`src/rtl/trig_dio_consts.svh`:
```
// Constants for the trigger and general-purpose line port.
`ifndef TRIG_DIO_CONSTS_SVH
`define TRIG_DIO_CONSTS_SVH
`define LINE_COUNT 16
`define PORT_SEL_W 5
`define PORT_SEL_DEDICATED 5'h00
`define LINE_HIGH_INIT 16'hffff
`define LINE_ZERO 16'h0000
`define CLK_PERIOD_NS 25
`define PULSE_LAG_US 110
`define PULSE_LAG_CYC ((`PULSE_LAG_US * 1000) / `CLK_PERIOD_NS)
`define LAG_CNT_W 16
`define DELAY_W 24
`define DELAY_ZERO 24'h000000
`define TYPE_START_MEAS 2'h1
`define TYPE_SWEEP_STEP 2'h2
`define TYPE_STEP_MEAS 2'h3
`endif

```
`src/rtl/trig_dio_pkg.sv`:
```
// Types shared by the trigger and general-purpose line port.
package trig_dio_pkg;
  typedef enum logic [1:0] {
    ST_IDLE,
    ST_DELAY
  } delay_state_t;

  typedef struct packed {
    logic [4:0] in_port;
    logic [1:0] in_type;
    logic rising;
    logic [4:0] out_port;
    logic out_rising;
  } trig_cfg_t;

  typedef struct packed {
    logic start_meas;
    logic sweep_step;
    logic pulse_start;
    logic step_meas;
    logic wait_release;
  } trig_evt_t;
endpackage

```
`src/rtl/edge_sync.sv`:
```
// Two-stage synchroniser with a polarity-selected edge detector.
`timescale 1ns/100ps
module edge_sync (
  // Clock and reset
  input wire logic clk_i,
  input wire logic rst_n_i,
  // Line and polarity
  input wire logic line_i,
  input wire logic rising_i,
  // Result
  output logic level_o,
  output logic edge_o
);
  typedef struct packed {
    logic s1;
    logic s2;
    logic s3;
    logic edge_p;
  } sync_state_t;

  sync_state_t st_r;
  sync_state_t st_nxt;

  always_comb begin
    st_nxt = st_r;
    st_nxt.s1 = line_i;
    st_nxt.s2 = st_r.s1;
    st_nxt.s3 = st_r.s2;
    // Polarity is applied after synchronising, so only settled samples are compared.
    st_nxt.edge_p = rising_i ? (st_r.s2 & ~st_r.s3) : (~st_r.s2 & st_r.s3); // RL14 RL5
  end

  always_ff @(posedge clk_i or negedge rst_n_i) begin
    if (!rst_n_i) begin
      st_r <= 4'hf;
    end else begin
      st_r <= st_nxt;
    end
  end

  assign level_o = st_r.s2;
  assign edge_o = st_r.edge_p;
endmodule

```
`src/rtl/trig_dio_port.sv`:
```
// Trigger input routing and general-purpose line control.
`timescale 1ns/100ps
`include "trig_dio_consts.svh"
// How it works
// (RL1) After reset every general line drives high until a set command changes it.
// (RL2) Sixteen lines; port setup may claim one line as trigger input or output.
// (RL3) Assign, status and set commands only touch lines not claimed as trigger ports.
// (RL4) Dedicated trigger input only receives, dedicated output only sends.
// (RL5) Falling edge triggers by default; polarity setting selects rising edge.
// (RL6) Far side holds each trigger pulse at least 10 us.
// (RL7) Reset selects dedicated input terminal and trigger type 1.
// (RL8) Type 1 trigger starts the selected measurement when external event mode is on.
// (RL9) Type 2 starts sweep step output; pulse output follows 110 us later.
// (RL10) Type 3 waits the measurement trigger delay, then starts the step measurement.
// (RL11) A programmable delay is loaded by the delay commands.
// (RL12) A wait state is released by a trigger on the selected port, any type.
// (RL13) Controller selects external event mode before timed pause commands.
// (RL14) Trigger inputs are synchronised and yield one pulse per accepted edge; edge_sync also resets with its pulse set, so one pulse follows reset.
module trig_dio_port (
  // Clock and reset
  input wire logic clk_i,
  input wire logic rst_n_i,
  // Port setup command
  input wire logic setup_cmd_i,
  input wire logic setup_input_i,
  input wire logic [4:0] setup_port_i,
  input wire logic [1:0] setup_type_i,
  input wire logic setup_rising_i,
  // Line commands
  input wire logic assign_cmd_i,
  input wire logic [15:0] assign_out_i,
  input wire logic set_cmd_i,
  input wire logic [15:0] set_value_i,
  input wire logic [15:0] set_mask_i,
  input wire logic status_query_i,
  // Delay and modes
  input wire logic delay_cmd_i,
  input wire logic [23:0] delay_cycles_i,
  input wire logic external_event_mode_i,
  input wire logic trigger_wait_cmd_i,
  input wire logic timed_pause_cmd_i,
  input wire logic send_trig_i,
  // Pins
  input wire logic ext_trig_in_i,
  output logic ext_trig_out_o,
  input wire logic [15:0] line_i,
  output logic [15:0] line_o,
  output logic [15:0] line_oe_o,
  // Status and events
  output logic [15:0] status_o,
  output logic status_valid_o,
  output logic waiting_o,
  output trig_dio_pkg::trig_evt_t evt_o
);
  // --------------------------------------------------------------------
  // State and local signals.
  // --------------------------------------------------------------------
  typedef struct packed {
    trig_dio_pkg::trig_cfg_t cfg;
    logic [15:0] out_val;
    logic [15:0] dir_out;
    logic [15:0] status;
    logic status_valid;
    logic [23:0] delay;
    logic [23:0] delay_cnt;
    trig_dio_pkg::delay_state_t dstate;
    logic lag_busy;
    logic [15:0] lag_cnt;
    logic waiting;
    logic trig_out;
    logic [15:0] line_q;
    logic [15:0] oe_q;
    trig_dio_pkg::trig_evt_t evt;
  } port_state_t;

  port_state_t st_r;
  port_state_t st_nxt;
  logic [16:0] raw_in;
  logic [16:0] lvl;
  logic [16:0] edg;
  logic [15:0] trig_mask;
  logic trig_evt;

  // --------------------------------------------------------------------
  // Port code decoding.
  // --------------------------------------------------------------------
  // Codes 1 to 16 name lines 1 to 16; code 16 wraps its low nibble round to index 15.
  function automatic logic [3:0] line_index(input logic [4:0] sel);
    return sel[3:0] - 4'h1;
  endfunction

  function automatic logic [15:0] port_mask(input logic [4:0] sel);
    logic [15:0] m;
    m = `LINE_ZERO;
    if (sel != `PORT_SEL_DEDICATED) begin
      m[line_index(sel)] = 1'b1;
    end
    return m;
  endfunction

  // --------------------------------------------------------------------
  // Input synchronisers.
  // --------------------------------------------------------------------
  assign raw_in = {line_i, ext_trig_in_i};

  for (genvar g = 0; g <= `LINE_COUNT; g++) begin : g_sync
    edge_sync u_sync (
      .clk_i(clk_i),
      .rst_n_i(rst_n_i),
      .line_i(raw_in[g]),
      .rising_i(st_r.cfg.rising),
      .level_o(lvl[g]),
      .edge_o(edg[g])
    );
  end

  // Lines claimed by either trigger port.
  assign trig_mask = port_mask(st_r.cfg.in_port) | port_mask(st_r.cfg.out_port); // RL2
  assign trig_evt = edg[st_r.cfg.in_port]; // RL14

  // --------------------------------------------------------------------
  // Command and event logic.
  // --------------------------------------------------------------------
  always_comb begin
    st_nxt = st_r;
    st_nxt.evt = '0;
    st_nxt.status_valid = 1'b0;
    if (setup_cmd_i) begin
      if (setup_input_i) begin
        st_nxt.cfg.in_port = setup_port_i;
        st_nxt.cfg.in_type = setup_type_i;
        st_nxt.cfg.rising = setup_rising_i; // RL5
      end else begin
        st_nxt.cfg.out_port = setup_port_i;
        st_nxt.cfg.out_rising = setup_rising_i;
      end
    end
    if (assign_cmd_i) begin
      st_nxt.dir_out = (st_r.dir_out & trig_mask) | (assign_out_i & ~trig_mask); // RL3
    end
    if (set_cmd_i) begin
      st_nxt.out_val = (st_r.out_val & ~(set_mask_i & ~trig_mask))
                     | (set_value_i & set_mask_i & ~trig_mask); // RL3 RL1
    end
    if (status_query_i) begin
      st_nxt.status = lvl[16:1] & ~trig_mask; // RL3
      st_nxt.status_valid = 1'b1;
    end
    if (delay_cmd_i) begin
      st_nxt.delay = delay_cycles_i; // RL11
    end
    // The dedicated output never turns round; only lines switch direction.
    st_nxt.trig_out = send_trig_i ? st_r.cfg.out_rising : ~st_r.cfg.out_rising; // RL4
    st_nxt.line_q = st_r.out_val;
    st_nxt.oe_q = st_r.dir_out & ~port_mask(st_r.cfg.in_port);
    if (st_r.cfg.out_port != `PORT_SEL_DEDICATED) begin
      st_nxt.line_q[line_index(st_r.cfg.out_port)] = st_nxt.trig_out;
      st_nxt.oe_q[line_index(st_r.cfg.out_port)] = 1'b1; // RL2
    end
    if (trigger_wait_cmd_i || (timed_pause_cmd_i && external_event_mode_i)) begin
      st_nxt.waiting = 1'b1; // RL13
    end
    if (st_r.waiting && trig_evt) begin
      st_nxt.waiting = 1'b0; // RL12
      st_nxt.evt.wait_release = 1'b1;
    end
    if (trig_evt && !st_r.waiting) begin
      case (st_r.cfg.in_type)
        `TYPE_START_MEAS: st_nxt.evt.start_meas = external_event_mode_i; // RL8
        `TYPE_SWEEP_STEP: begin
          st_nxt.evt.sweep_step = 1'b1; // RL9
          st_nxt.lag_busy = 1'b1;
          st_nxt.lag_cnt = `LAG_CNT_W'(`PULSE_LAG_CYC - 1);
        end
        `TYPE_STEP_MEAS: begin
          st_nxt.dstate = trig_dio_pkg::ST_DELAY; // RL10
          st_nxt.delay_cnt = st_r.delay;
        end
        default: ;
      endcase
    end
    if (st_r.lag_busy) begin
      if (st_r.lag_cnt == `LAG_CNT_W'(0)) begin
        st_nxt.lag_busy = 1'b0;
        st_nxt.evt.pulse_start = 1'b1; // RL9
      end else begin
        st_nxt.lag_cnt = st_r.lag_cnt - `LAG_CNT_W'(1);
      end
    end
    case (st_r.dstate)
      trig_dio_pkg::ST_IDLE: ;
      trig_dio_pkg::ST_DELAY: begin
        if (st_r.delay_cnt == `DELAY_ZERO) begin
          st_nxt.dstate = trig_dio_pkg::ST_IDLE;
          st_nxt.evt.step_meas = 1'b1; // RL10
        end else begin
          st_nxt.delay_cnt = st_r.delay_cnt - `DELAY_W'(1);
        end
      end
      default: st_nxt.dstate = trig_dio_pkg::ST_IDLE;
    endcase
  end

  // --------------------------------------------------------------------
  // State register.
  // --------------------------------------------------------------------
  always_ff @(posedge clk_i or negedge rst_n_i) begin
    if (!rst_n_i) begin
      st_r <= '0;
      st_r.cfg.in_port <= `PORT_SEL_DEDICATED; // RL7
      st_r.cfg.in_type <= `TYPE_START_MEAS; // RL7
      st_r.cfg.out_port <= `PORT_SEL_DEDICATED;
      st_r.out_val <= `LINE_HIGH_INIT; // RL1
      st_r.dir_out <= `LINE_HIGH_INIT; // RL1
      st_r.line_q <= `LINE_HIGH_INIT;
      st_r.oe_q <= `LINE_HIGH_INIT;
      st_r.trig_out <= 1'b1;
      st_r.dstate <= trig_dio_pkg::ST_IDLE;
    end else begin
      st_r <= st_nxt;
    end
  end

  // --------------------------------------------------------------------
  // Outputs.
  // --------------------------------------------------------------------
  assign ext_trig_out_o = st_r.trig_out;
  assign line_o = st_r.line_q;
  assign line_oe_o = st_r.oe_q;
  assign status_o = st_r.status;
  assign status_valid_o = st_r.status_valid;
  assign waiting_o = st_r.waiting;
  assign evt_o = st_r.evt;
endmodule

```
`config.mk`:
```
export PLATFORM = sky130hd
export DESIGN_NAME = trig_dio_port
export DESIGN_NICKNAME = d
export VERILOG_FILES = /design/src/rtl/trig_dio_pkg.sv /design/src/rtl/edge_sync.sv /design/src/rtl/trig_dio_port.sv
export VERILOG_INCLUDE_DIRS = /design/src /design/src/rtl
export SDC_FILE = /design/constraint.sdc
export NUM_CORES = 1
export LEC_CHECK = 0
export ABC_AREA = 1
export BUFFER_PORTS_ARGS = -buffer_cell sky130_fd_sc_hd__buf_2
export CORE_ASPECT_RATIO = 0.7
export CORE_MARGIN = 3
export CORE_UTILIZATION = 55
export CTS_BUF_LIST = sky130_fd_sc_hd__clkbuf_2
export DETAILED_ROUTE_END_ITERATION = 10
export GPL_TIMING_DRIVEN = 0
export PLACE_DENSITY = 0.84
export SYNTH_ARGS = -nofsm -noshare
export SYNTH_HDL_FRONTEND = slang
export SYNTH_SLANG_ARGS = --single-unit
```
`constraint.sdc`:
```
create_clock -name clk_i -period 1.9 [get_ports clk_i]
set_input_delay 0.38 -clock clk_i [delete_from_list [all_inputs] [get_ports clk_i]]
set_output_delay 0.38 -clock clk_i [all_outputs]
set_load 0.01 [all_outputs]
```
==> reports/qor.txt, run 1 <==
Initial Util -> 0.572
DP Worst Slack -> -0.234 ns
placed cells -> 1,603
Adder-Cell Fraction of Synth Area -> 0.00226
Crit. End Element -> register
wire length per cell -> 18.8 µm
Syn Inst Count -> 1,176
syn avg cell area -> 9.41 µm²
PwrDens -> 1070 nW/µm²
number of global-route vias before repair -> 9,792
status -> finished, violations left
RR Endpoint -> st_r[62]
async set-reset flop share out of synthesis -> 1.00
Sink Count -> 237
RePlAce Congestion -> 0.942
GR Util All Layers -> 0.294
Setup CP Type -> reg2reg
# DRC -> 0
GRT overflow -> 0
timing-limited maximum frequency -> 0.484 GHz
yosys warns -> 0
first-iteration detailed-routing DRC count -> 900
syn nets -> 1,287
post-synthesis xor/xnor area fraction -> 0.0181
failing checks -> setup timing
Clock Latency Late Sink -> 0.84 ns
Slew Viols, Final -> 0
Seq/Total Area, Yosys -> 0.551
worst setup path startpoint -> st_r[166]
fin crit share -> 1.09
IO Pins -> 165
share of cells above drive strength 1 -> 0.374
Worst R2R Path Depth -> 9
routed vias -> 9,803
mux contribution to synthesized area -> 0.0511
dominant synthesized flop cell -> dfstp_2
Core Box Area -> 19,300 µm²
pin count of the biggest net entering global routing -> 88
Startpoint Class -> register
Clock H-tree levels -> 2
highest ir drop seen on vdd -> 0.000601 V
reg2reg start -> st_r[166]
Core Util, Final -> 0.744
Synth Register Bits -> 237
EDFF count, synth -> 0
simple-gate area share of the yosys netlist -> 0.192
area delta synth->final -> 30.0%
Worst Path Arrival -> 2.77 ns
final cell count without fillers -> 1,786
clk root buf -> clkbuf_2
TritonCTS clock tree -> yes
min cycle time layout -> 2.06 ns
Compound-Gate Fraction of Synth Area -> 0.0800
Yosys cell types -> 43
Inserted Clock Buffers -> 53
flop2flop setup slack -> -0.16 ns
die area -> 21,900 µm²
synthesized area -> 11,100 µm²
# setup viols final -> 43
post-DP HPWL -> 20,600 µm
first-pass GRT wire length -> 51,200 µm
Hold Path Class -> in2async
maximum root-to-sink buffer count -> 3
Max Cap Viol -> 0
CP Max Fanout -> 10
Die W -> 176 µm
Final ANT Viol Nets -> 0
Power Total -> 15.4 mW
Final Routed Wirelength -> 33,600 µm
Final Hold Viols -> 0
Port-buffer cells -> 161
critical path data required time -> 2.61 ns
setup ws final -> -0.165 ns
Final Skew -> 0.0708 ns
clock slew at reported path FFs -> 0.14 ns
CP endpoint -> st_r[62]
num rows -> 42
Slew @ Worst Pin -> 0.688 ns
drt via density -> 5.49
antenna violations before repair -> 3
largest family of logic cells by synthesized area -> simple AND/OR/NAND/NOR gates
Filler cells -> 1,361
die span in y -> 125 µm
Min Hold Slack -> 0.116 ns
nets@finish -> 1,586
RSZ-0062 raised after global routing -> yes
Leak -> 6.96 nW
max_slew headroom -> 0.542
Pre-Repair DR Iteration Count -> 6
==> synthesized netlist by cell type, types with 2 or more instances <==
cell | number | area share
a21oi_1 | 28 | 0.013
buf_1 | 2 | 0.00068
buf_2 | 12 | 0.0054
buf_4 | 54 | 0.037
buf_6 | 6 | 0.0061
clkbuf_1 | 22 | 0.0075
clkinv_1 | 3 | 0.0010
dfrtp_1 | 103 | 0.23
dfstp_2 | 134 | 0.32
ha_1 | 2 | 0.0023
inv_1 | 129 | 0.044
inv_2 | 5 | 0.0017
mux2_2 | 36 | 0.037
mux2i_1 | 16 | 0.014
nand2_1 | 233 | 0.079
nand2_2 | 6 | 0.0034
nand2_4 | 2 | 0.0020
nand2_8 | 2 | 0.0036
nand3_1 | 106 | 0.048
nand3_2 | 4 | 0.0036
nand3b_1 | 2 | 0.0014
nand4_1 | 27 | 0.015
nor2_1 | 58 | 0.020
nor2_2 | 4 | 0.0023
nor3_1 | 14 | 0.0063
nor4_1 | 3 | 0.0017
o211ai_1 | 2 | 0.0014
o21a_1 | 17 | 0.012
o21ai_0 | 88 | 0.040
o21ai_1 | 15 | 0.0068
o21ai_2 | 10 | 0.0079
xnor2_1 | 3 | 0.0024
xor2_1 | 18 | 0.014
==> per-layer routing <==
layer  part of all wire  vias up  global-route usage
met3              0.099      133              0.0874
met4              0.040        0               0.114
li1                   -     4404                   -
met1               0.41     4687               0.396
met5                  0        -                   0
met2               0.45      579               0.452
==> timing repair <==
item | CTS | global route
buffers inserted | 11 | 5
hold buffers | 110 | 0
endpoints found under the hold margin | 222 | 0
resized for setup | 82 | 59
pin swaps | 5 | 11
gates cloned | 1 | 3
setup endpoints to repair | 88 | 82
==> stage by stage <==
stage | cell area (µm²) | setup TNS (ns)
finish | 14400 | -3.34
global route | 14400 | -7.36
CTS | 14100 | -0.187
detailed placement | 12300 | -2.29
global placement | 12200 | -633.37
floorplan | 11100 | 0
==> layout by cell type (no fill, tap or decap), drive strengths merged, types with 15 or more instances in the layout <==
| cell type | synthesis | routed |
|---|---|---|
| a21oi | 28 | 28 |
| buf | 75 | 206 |
| clkbuf | 22 | 109 |
| dfrtp | 103 | 103 |
| dfstp | 134 | 134 |
| dlygate4sd3 | 0 | 110 |
| inv | 135 | 136 |
| mux2 | 36 | 36 |
| mux2i | 16 | 16 |
| nand2 | 243 | 243 |
| nand3 | 111 | 111 |
| nand4 | 27 | 27 |
| nor2 | 63 | 63 |
| nor3 | 15 | 15 |
| o21a | 17 | 17 |
| o21ai | 113 | 113 |
| xor2 | 18 | 18 |
==> cell families after synthesis <==
logic type / Yosys count
AO/OA/AOI/OAI: 160
XOR/XNOR: 22
adder cells (fa/ha/maj): 2
buffers and inverters: 235
flip-flops: 237
multiplexers: 52
other: 1
AND/OR/NAND/NOR: 467
==> how the worst min path moves through the flow <==
stage / endpoint / from
after floorplan: evt_o[0] / rst_n_i
after global placement: g_sync[4].u_sync.level_o / g_sync[4].u_sync.st_nxt[2]
after detailed placement: g_sync[15].u_sync.level_o / g_sync[15].u_sync.st_nxt[2]
after CTS: st_r[164] / setup_input_i
after global routing: st_r[164] / setup_input_i
final: st_r[165] / rst_n_i
==> power by group <==
group | internal, mW | leakage, nW | switching [mW]
Combinational | 2.06 | 3.91 | 2.94
Sequential | 6.22 | 2.64 | 0.706
Clock | 1.44 | 0.401 | 2.02
==> sequential cells by signal (all words and copies together) (netlist names), named ones only <==
register	flops
waiting_o	1
g_sync.u_sync.st_nxt	17
ext_trig_out_o	1
st_r	97
line_oe_o	16
g_sync.u_sync.st_r	17
g_sync.u_sync.edge_o	17
line_o	16
g_sync.u_sync.level_o	17
status_valid_o	1
evt_o	5
status_o	16
==> layout make-up <==
class	count	area (µm²)	share of cell area
flip-flops and latches	237	6100	0.424
repair buffers	293	2520	0.175
diodes	4	10.0	0.000696
clock buffers	84	420	0.0292
inverters	138	538	0.0374
plain buffers	48	304	0.0211
multi-input cells	704	4060	0.282
well taps	264	330	0.0230
clock inverters	14	111	0.00774
==> worst max-delay path: stages, from the launching register on <==
cell and delay [ns]:
dfrtp_1 0.49, clkbuf_2 0.27, nor3_4 0.26, nand3_2 0.17, nand2_8 0.20, nand2_8 0.11, clkbuf_16 0.18, nand2_1 0.05
nand3_1 0.06, o21ai_1 0.13
Power figures use the tool's default switching activity.
==> inputs of run 2 (changes only) <==
--- a/config.mk
+++ b/config.mk
@@ -15,6 +15,7 @@
 export DETAILED_ROUTE_END_ITERATION = 10
 export GPL_TIMING_DRIVEN = 0
 export PLACE_DENSITY = 0.84
+export RECOVER_POWER = 25
 export SYNTH_ARGS = -nofsm -noshare
 export SYNTH_HDL_FRONTEND = slang
 export SYNTH_SLANG_ARGS = --single-unit
==> reports/qor.txt, run 2 (synthesis gave the netlist of run 1 again) <==
Port-buffer cells -> 161
drt via density -> 5.48
setup tns final -> -4.09 ns
first-iteration detailed-routing DRC count -> 882
CP Max Fanout -> 10
Worst Path Arrival -> 2.79 ns
GRT overflow -> 0
clock share of power -> 0.226
switch share -> 0.368
met2 usage -> 0.452
RR Endpoint -> st_r[62]
Core Box Area -> 19,300 µm²
Switching Power -> 5.66 mW
IO Pins -> 165
routed vias -> 9,796
met3 GRT Util -> 0.0874
critical path, cell by cell -> clkbuf_2 > nor3_4 > nand3_2 > nand2_8 > nand2_8 > clkbuf_16 > nand2_1 > nand3_1 > o21ai_1
num rows -> 42
RSZ-0062 raised after global routing -> yes
post-DP HPWL -> 20,600 µm
GRT met1 Usage -> 0.396
Max Cap Viol -> 1
highest ir drop seen on vdd -> 0.000601 V
placed cells -> 1,603
PwrDens -> 1070 nW/µm²
Inserted Clock Buffers -> 53
CP bufs+invs -> 2
status -> finished, violations left
Final Routed Wirelength -> 33,500 µm
WHS Path Cells -> 4
wire length per cell -> 18.8 µm
area delta synth->final -> 29.9%
Worst R2R Path Depth -> 9
first-pass GRT wire length -> 51,200 µm
nets@finish -> 1,586
fin crit share -> 1.09
Largest Register -> st_r
max incr delay on CP -> 0.49 ns
Initial Util -> 0.572
max reg flops -> 97
reg2reg start -> st_r[166]
failing checks -> capacitance limit, slew limit, setup timing
number of global-route vias before repair -> 9,792
die area -> 21,900 µm²
hold_sp -> setup_input_i
die span in y -> 125 µm
clock slew at reported path FFs -> 0.14 ns
Hold Path Class -> in2reg
share of cells above drive strength 1 -> 0.370
Slowest cell on crit path -> dfrtp_1
clk root buf -> clkbuf_2
# setup viols final -> 45
Startpoint Class -> register
Min Hold Slack -> 0.114 ns
final cell count without fillers -> 1,786
Reg power frac -> 0.450
flop2flop setup slack -> -0.18 ns
combinational power share -> 0.325
Top Usage Layer GRT -> met2
Slew Viols, Final -> 75
pin count of the biggest net entering global routing -> 88
min cycle time layout -> 2.08 ns
Sink Count -> 237
Pre-Repair DR Iteration Count -> 6
setup ws final -> -0.177 ns
commonest non-fill, non-tap cells in the layout -> 214 x nand2_1, 130 x dfstp_2, 121 x inv_1, 115 x buf_2, 110 x dlygate4sd3_1
maximum root-to-sink buffer count -> 3
max_slew headroom -> -0.152
antenna violations before repair -> 3
Setup CP Type -> reg2reg
CP top delay family -> simple AND/OR/NAND/NOR gates
GR Util All Layers -> 0.294
Clock H-tree levels -> 2
TritonCTS clock tree -> yes
Internal -> 9.72 mW
WHS Endpoint -> st_r[164]
RePlAce Congestion -> 0.942
Final Skew -> 0.0867 ns
Crit. End Element -> register
Die W -> 176 µm
# DRC -> 0
timing-limited maximum frequency -> 0.482 GHz
Leak -> 6.95 nW
Final Hold Viols -> 0
critical path data required time -> 2.61 ns
Worst path most repeated cell -> nand2_8
Final ANT Viol Nets -> 0
Slew @ Worst Pin -> 1.73 ns
Clock Latency Late Sink -> 0.86 ns
most common cell after layout, fill and taps aside -> nand2_1
[run 2: cell count changes in the layout (fill, tap and decap cells not counted)]
| cell | before | now |
|---|---|---|
| clkbuf_1 | 20 | 23 |
| buf_2 | 117 | 115 |
| dfstp_1 | 0 | 4 |
| buf_8 | 5 | 4 |
| dfstp_2 | 134 | 130 |
[run 2: tightest hold or removal path, stage by stage]
cell     delay, ns
buf_2         0.10
nand2_1       0.20
nand2_1       0.10
o21ai_0       0.10
[run 2: area by class of cell]
| type | instances | area [µm²] |
|---|---|---|
| Buffer | 48 | 304 |
| Inverter | 138 | 538 |
| Antenna cell | 4 | 10.0 |
| Tap cell | 264 | 330 |
| Fill cell | 1361 | 4960 |
| Timing Repair Buffer | 293 | 2510 |
| Clock buffer | 84 | 420 |
| Multi-Input combinational cell | 704 | 4060 |
| Clock inverter | 14 | 111 |
| Sequential cell | 237 | 6100 |
[run 2: layer usage]
metal / part of all wire / routed length [µm]
met5: 0 / 0
met3: 0.10 / 3350
met4: 0.039 / 1320
met2: 0.45 / 15200
met1: 0.41 / 13700
[run 2: timing repair]
item                       in CTS  in global routing
cloned                          1                  3
hold endpoints to repair      222                  0
hold buffers                  110                  0
setup endpoints to repair      88                 82
pin swaps                       5                 11
buffers inserted               11                  5
resized for setup              82                 59
[run 2: stage by stage]
stage                     power, mW   util  area [µm²]  setup slack (ns)
after floorplan                9.69      -       11100             0.248
after global placement         10.8  0.631       12200             -3.47
after detailed placement       11.0  0.635       12300            -0.234
after CTS                      14.9  0.727       14100           -0.0504
after global routing           16.3  0.743       14400            -0.213
final                          15.4  0.743       14400            -0.177
[run 2: worst max-delay path by stage]
stage	depth (start not counted)	to	start	slack [ns]
after CTS	1	line_oe_o[15]	line_oe_o[15]	-0.05
after floorplan	12	st_r[76]	st_r[58]	0.25
after detailed placement	10	evt_o[1]	st_r[58]	-0.23
final	9	st_r[62]	st_r[166]	-0.18
after global routing	10	st_r[64]	st_r[64]	-0.21
after global placement	1	st_r[71]	rst_n_i	-3.47
[run 2: power groups by stage]
stage                     registers, mW  clock network (mW)  logic (mW)
after floorplan                    6.70                   0        2.99
after global placement             6.83                   0        3.97
after detailed placement           6.86                   0        4.16
after CTS                          6.86                3.53        4.49
after global routing               7.01                3.83        5.43
final                              6.92                3.47        5.00
==> inputs of run 3 (changes only) <==
--- a/config.mk
+++ b/config.mk
@@ -13,6 +13,7 @@
 export CORE_UTILIZATION = 55
 export CTS_BUF_LIST = sky130_fd_sc_hd__clkbuf_2
 export DETAILED_ROUTE_END_ITERATION = 10
+export GPL_ROUTABILITY_DRIVEN = 0
 export GPL_TIMING_DRIVEN = 0
 export PLACE_DENSITY = 0.84
 export RECOVER_POWER = 25
==> constraint.sdc (replaced) <==
create_clock -name clk_i -period 2.2 [get_ports clk_i]
set_input_delay 0.44 -clock clk_i [delete_from_list [all_inputs] [get_ports clk_i]]
set_output_delay 0.44 -clock clk_i [all_outputs]
set_load 0.01 [all_outputs]
==> reports/qor.txt, run 3 (synthesis gave the netlist of run 1 again) <==
status -> finished, violations left
failing checks -> setup timing
Final Routed Wirelength -> 31,500 µm
Top Usage Layer GRT -> met2
TritonCTS clock tree -> yes
most common cell after layout, fill and taps aside -> nand2_1
GRT met1 Usage -> 0.393
Clock Latency Late Sink -> 0.85 ns
# DRC -> 0
Hold Path Class -> in2reg
Leak -> 6.90 nW
met2 usage -> 0.423
RSZ-0062 raised after global routing -> yes
Final Hold Viols -> 0
area delta synth->final -> 26.3%
placed cells -> 1,603
Min Hold Slack -> 0.101 ns
Core Box Area -> 19,300 µm²
IO Pins -> 165
fin crit share -> 1.02
critical path data required time -> 3.00 ns
maximum root-to-sink buffer count -> 3
clk root buf -> clkbuf_2
min cycle time layout -> 2.23 ns
Slew @ Worst Pin -> 0.710 ns
Core Util, Final -> 0.723
Crit. End Element -> register
Pre-Repair DR Iteration Count -> 6
share of cells above drive strength 1 -> 0.347
post-DP HPWL -> 20,000 µm
first-iteration detailed-routing DRC count -> 1,180
first-pass GRT wire length -> 49,500 µm
antenna violations before repair -> 1
Largest Register -> st_r
Power Total -> 12.7 mW
die area -> 21,900 µm²
Setup CP Type -> reg2reg
met3 GRT Util -> 0.0780
setup ws final -> -0.0332 ns
Initial Util -> 0.572
max reg flops -> 97
DP Worst Slack -> -0.00370 ns
final cell count without fillers -> 1,825
Final Skew -> 0.0877 ns
CP Max Fanout -> 8
drt via density -> 5.37
Port-buffer cells -> 161
Final ANT Viol Nets -> 0
PwrDens -> 905 nW/µm²
highest ir drop seen on vdd -> 0.000471 V
num rows -> 42
routed vias -> 9,802
Filler cells -> 1,377
GR Util All Layers -> 0.283
wire length per cell -> 17.3 µm
nets@finish -> 1,625
Slew Viols, Final -> 0
clock slew at reported path FFs -> 0.14 ns
Sink Count -> 237
Worst Path Arrival -> 3.04 ns
max_slew headroom -> 0.527
Clock H-tree levels -> 2
timing-limited maximum frequency -> 0.448 GHz
die span in y -> 125 µm
# setup viols final -> 2
Max Cap Viol -> 0
Inserted Clock Buffers -> 53
commonest non-fill, non-tap cells in the layout -> 232 x nand2_1, 168 x buf_2, 126 x inv_1, 116 x dfstp_2, 108 x dlygate4sd3_1
Die W -> 176 µm
number of global-route vias before repair -> 9,610
Startpoint Class -> register
GRT overflow -> 0
pin count of the biggest net entering global routing -> 108
-- run 3: changes by cell type in the layout (fill, tap and decap cells not counted), sizes merged --
cell	before	now
diode	4	2
bufinv	2	0
dlygate4sd3	110	108
inv	136	135
buf	203	246
clkbuf	112	114
clkinv	12	11
clkinvlp	2	4
-- run 3: routing by layer --
layer	part of all wire	wire [µm]
met5	0	0
met4	0.038	1200
met3	0.096	3020
met1	0.42	13400
met2	0.44	13900
-- run 3: final cells by class --
type                    instances  area [µm²]  share of cell area
diodes                          2        5.00            0.000358
plain buffers                  97         644              0.0461
clock buffers                  88         440              0.0315
clock inverters                12        60.1             0.00430
inverters                     138         537              0.0384
multi-input cells             704        3820               0.274
flip-flops and latches        237        6100               0.436
well taps                     264         330              0.0236
repair buffers                283        2040               0.146
-- run 3: through the flow --
stage | area, µm² | setup TNS [ns]
after floorplan | 11100 | 0
after global placement | 12200 | -576.56
after detailed placement | 12300 | -0.00370
after CTS | 13900 | 0
after global routing | 14000 | -0.184
final | 14000 | -0.0481
-- run 3: worst paths after layout --
path / start / endpoint / slack (ns) / depth (start not counted)
min in group asynchronous: rst_n_i / st_r[88] / 0.11 / 2
max in group asynchronous: rst_n_i / st_r[150] / 0.86 / 4
hold / removal: set_cmd_i / st_r[140] / 0.10 / 4
hold reg to reg: g_sync[14].u_sync.st_nxt[2] / g_sync[14].u_sync.level_o / 0.31 / 0
setup / recovery: st_r[158] / st_r[149] / -0.03 / 9
setup reg to reg: st_r[158] / st_r[149] / -0.03 / 9
-- run 3: report_power, final --
group,switching [mW],internal [mW],leakage [nW]
clock network,1.78,1.06,0.391
registers,0.535,5.36,2.63
logic,2.33,1.58,3.87
total,4.65,8.00,6.90
-- run 3: what timing repair did --
item                       in CTS  in global routing
buffers inserted                0                 12
gates resized for setup         1                 13
pin swaps                       0                  1
hold buffers                  108                  0
setup endpoints to repair       1                 12
hold endpoints to repair      181                  0
-- run 3: critical path, cell delays in order (launching register included) --
cell           delay (ns)
dfrtp_1              0.35
clkbuf_4             0.20
clkinvlp_4           0.20
nand4_1              0.21
nand2_1              0.11
inv_2                0.12
nand3_1              0.11
mux2i_1              0.24
dlygate4sd3_1        0.60
inv_1                0.06
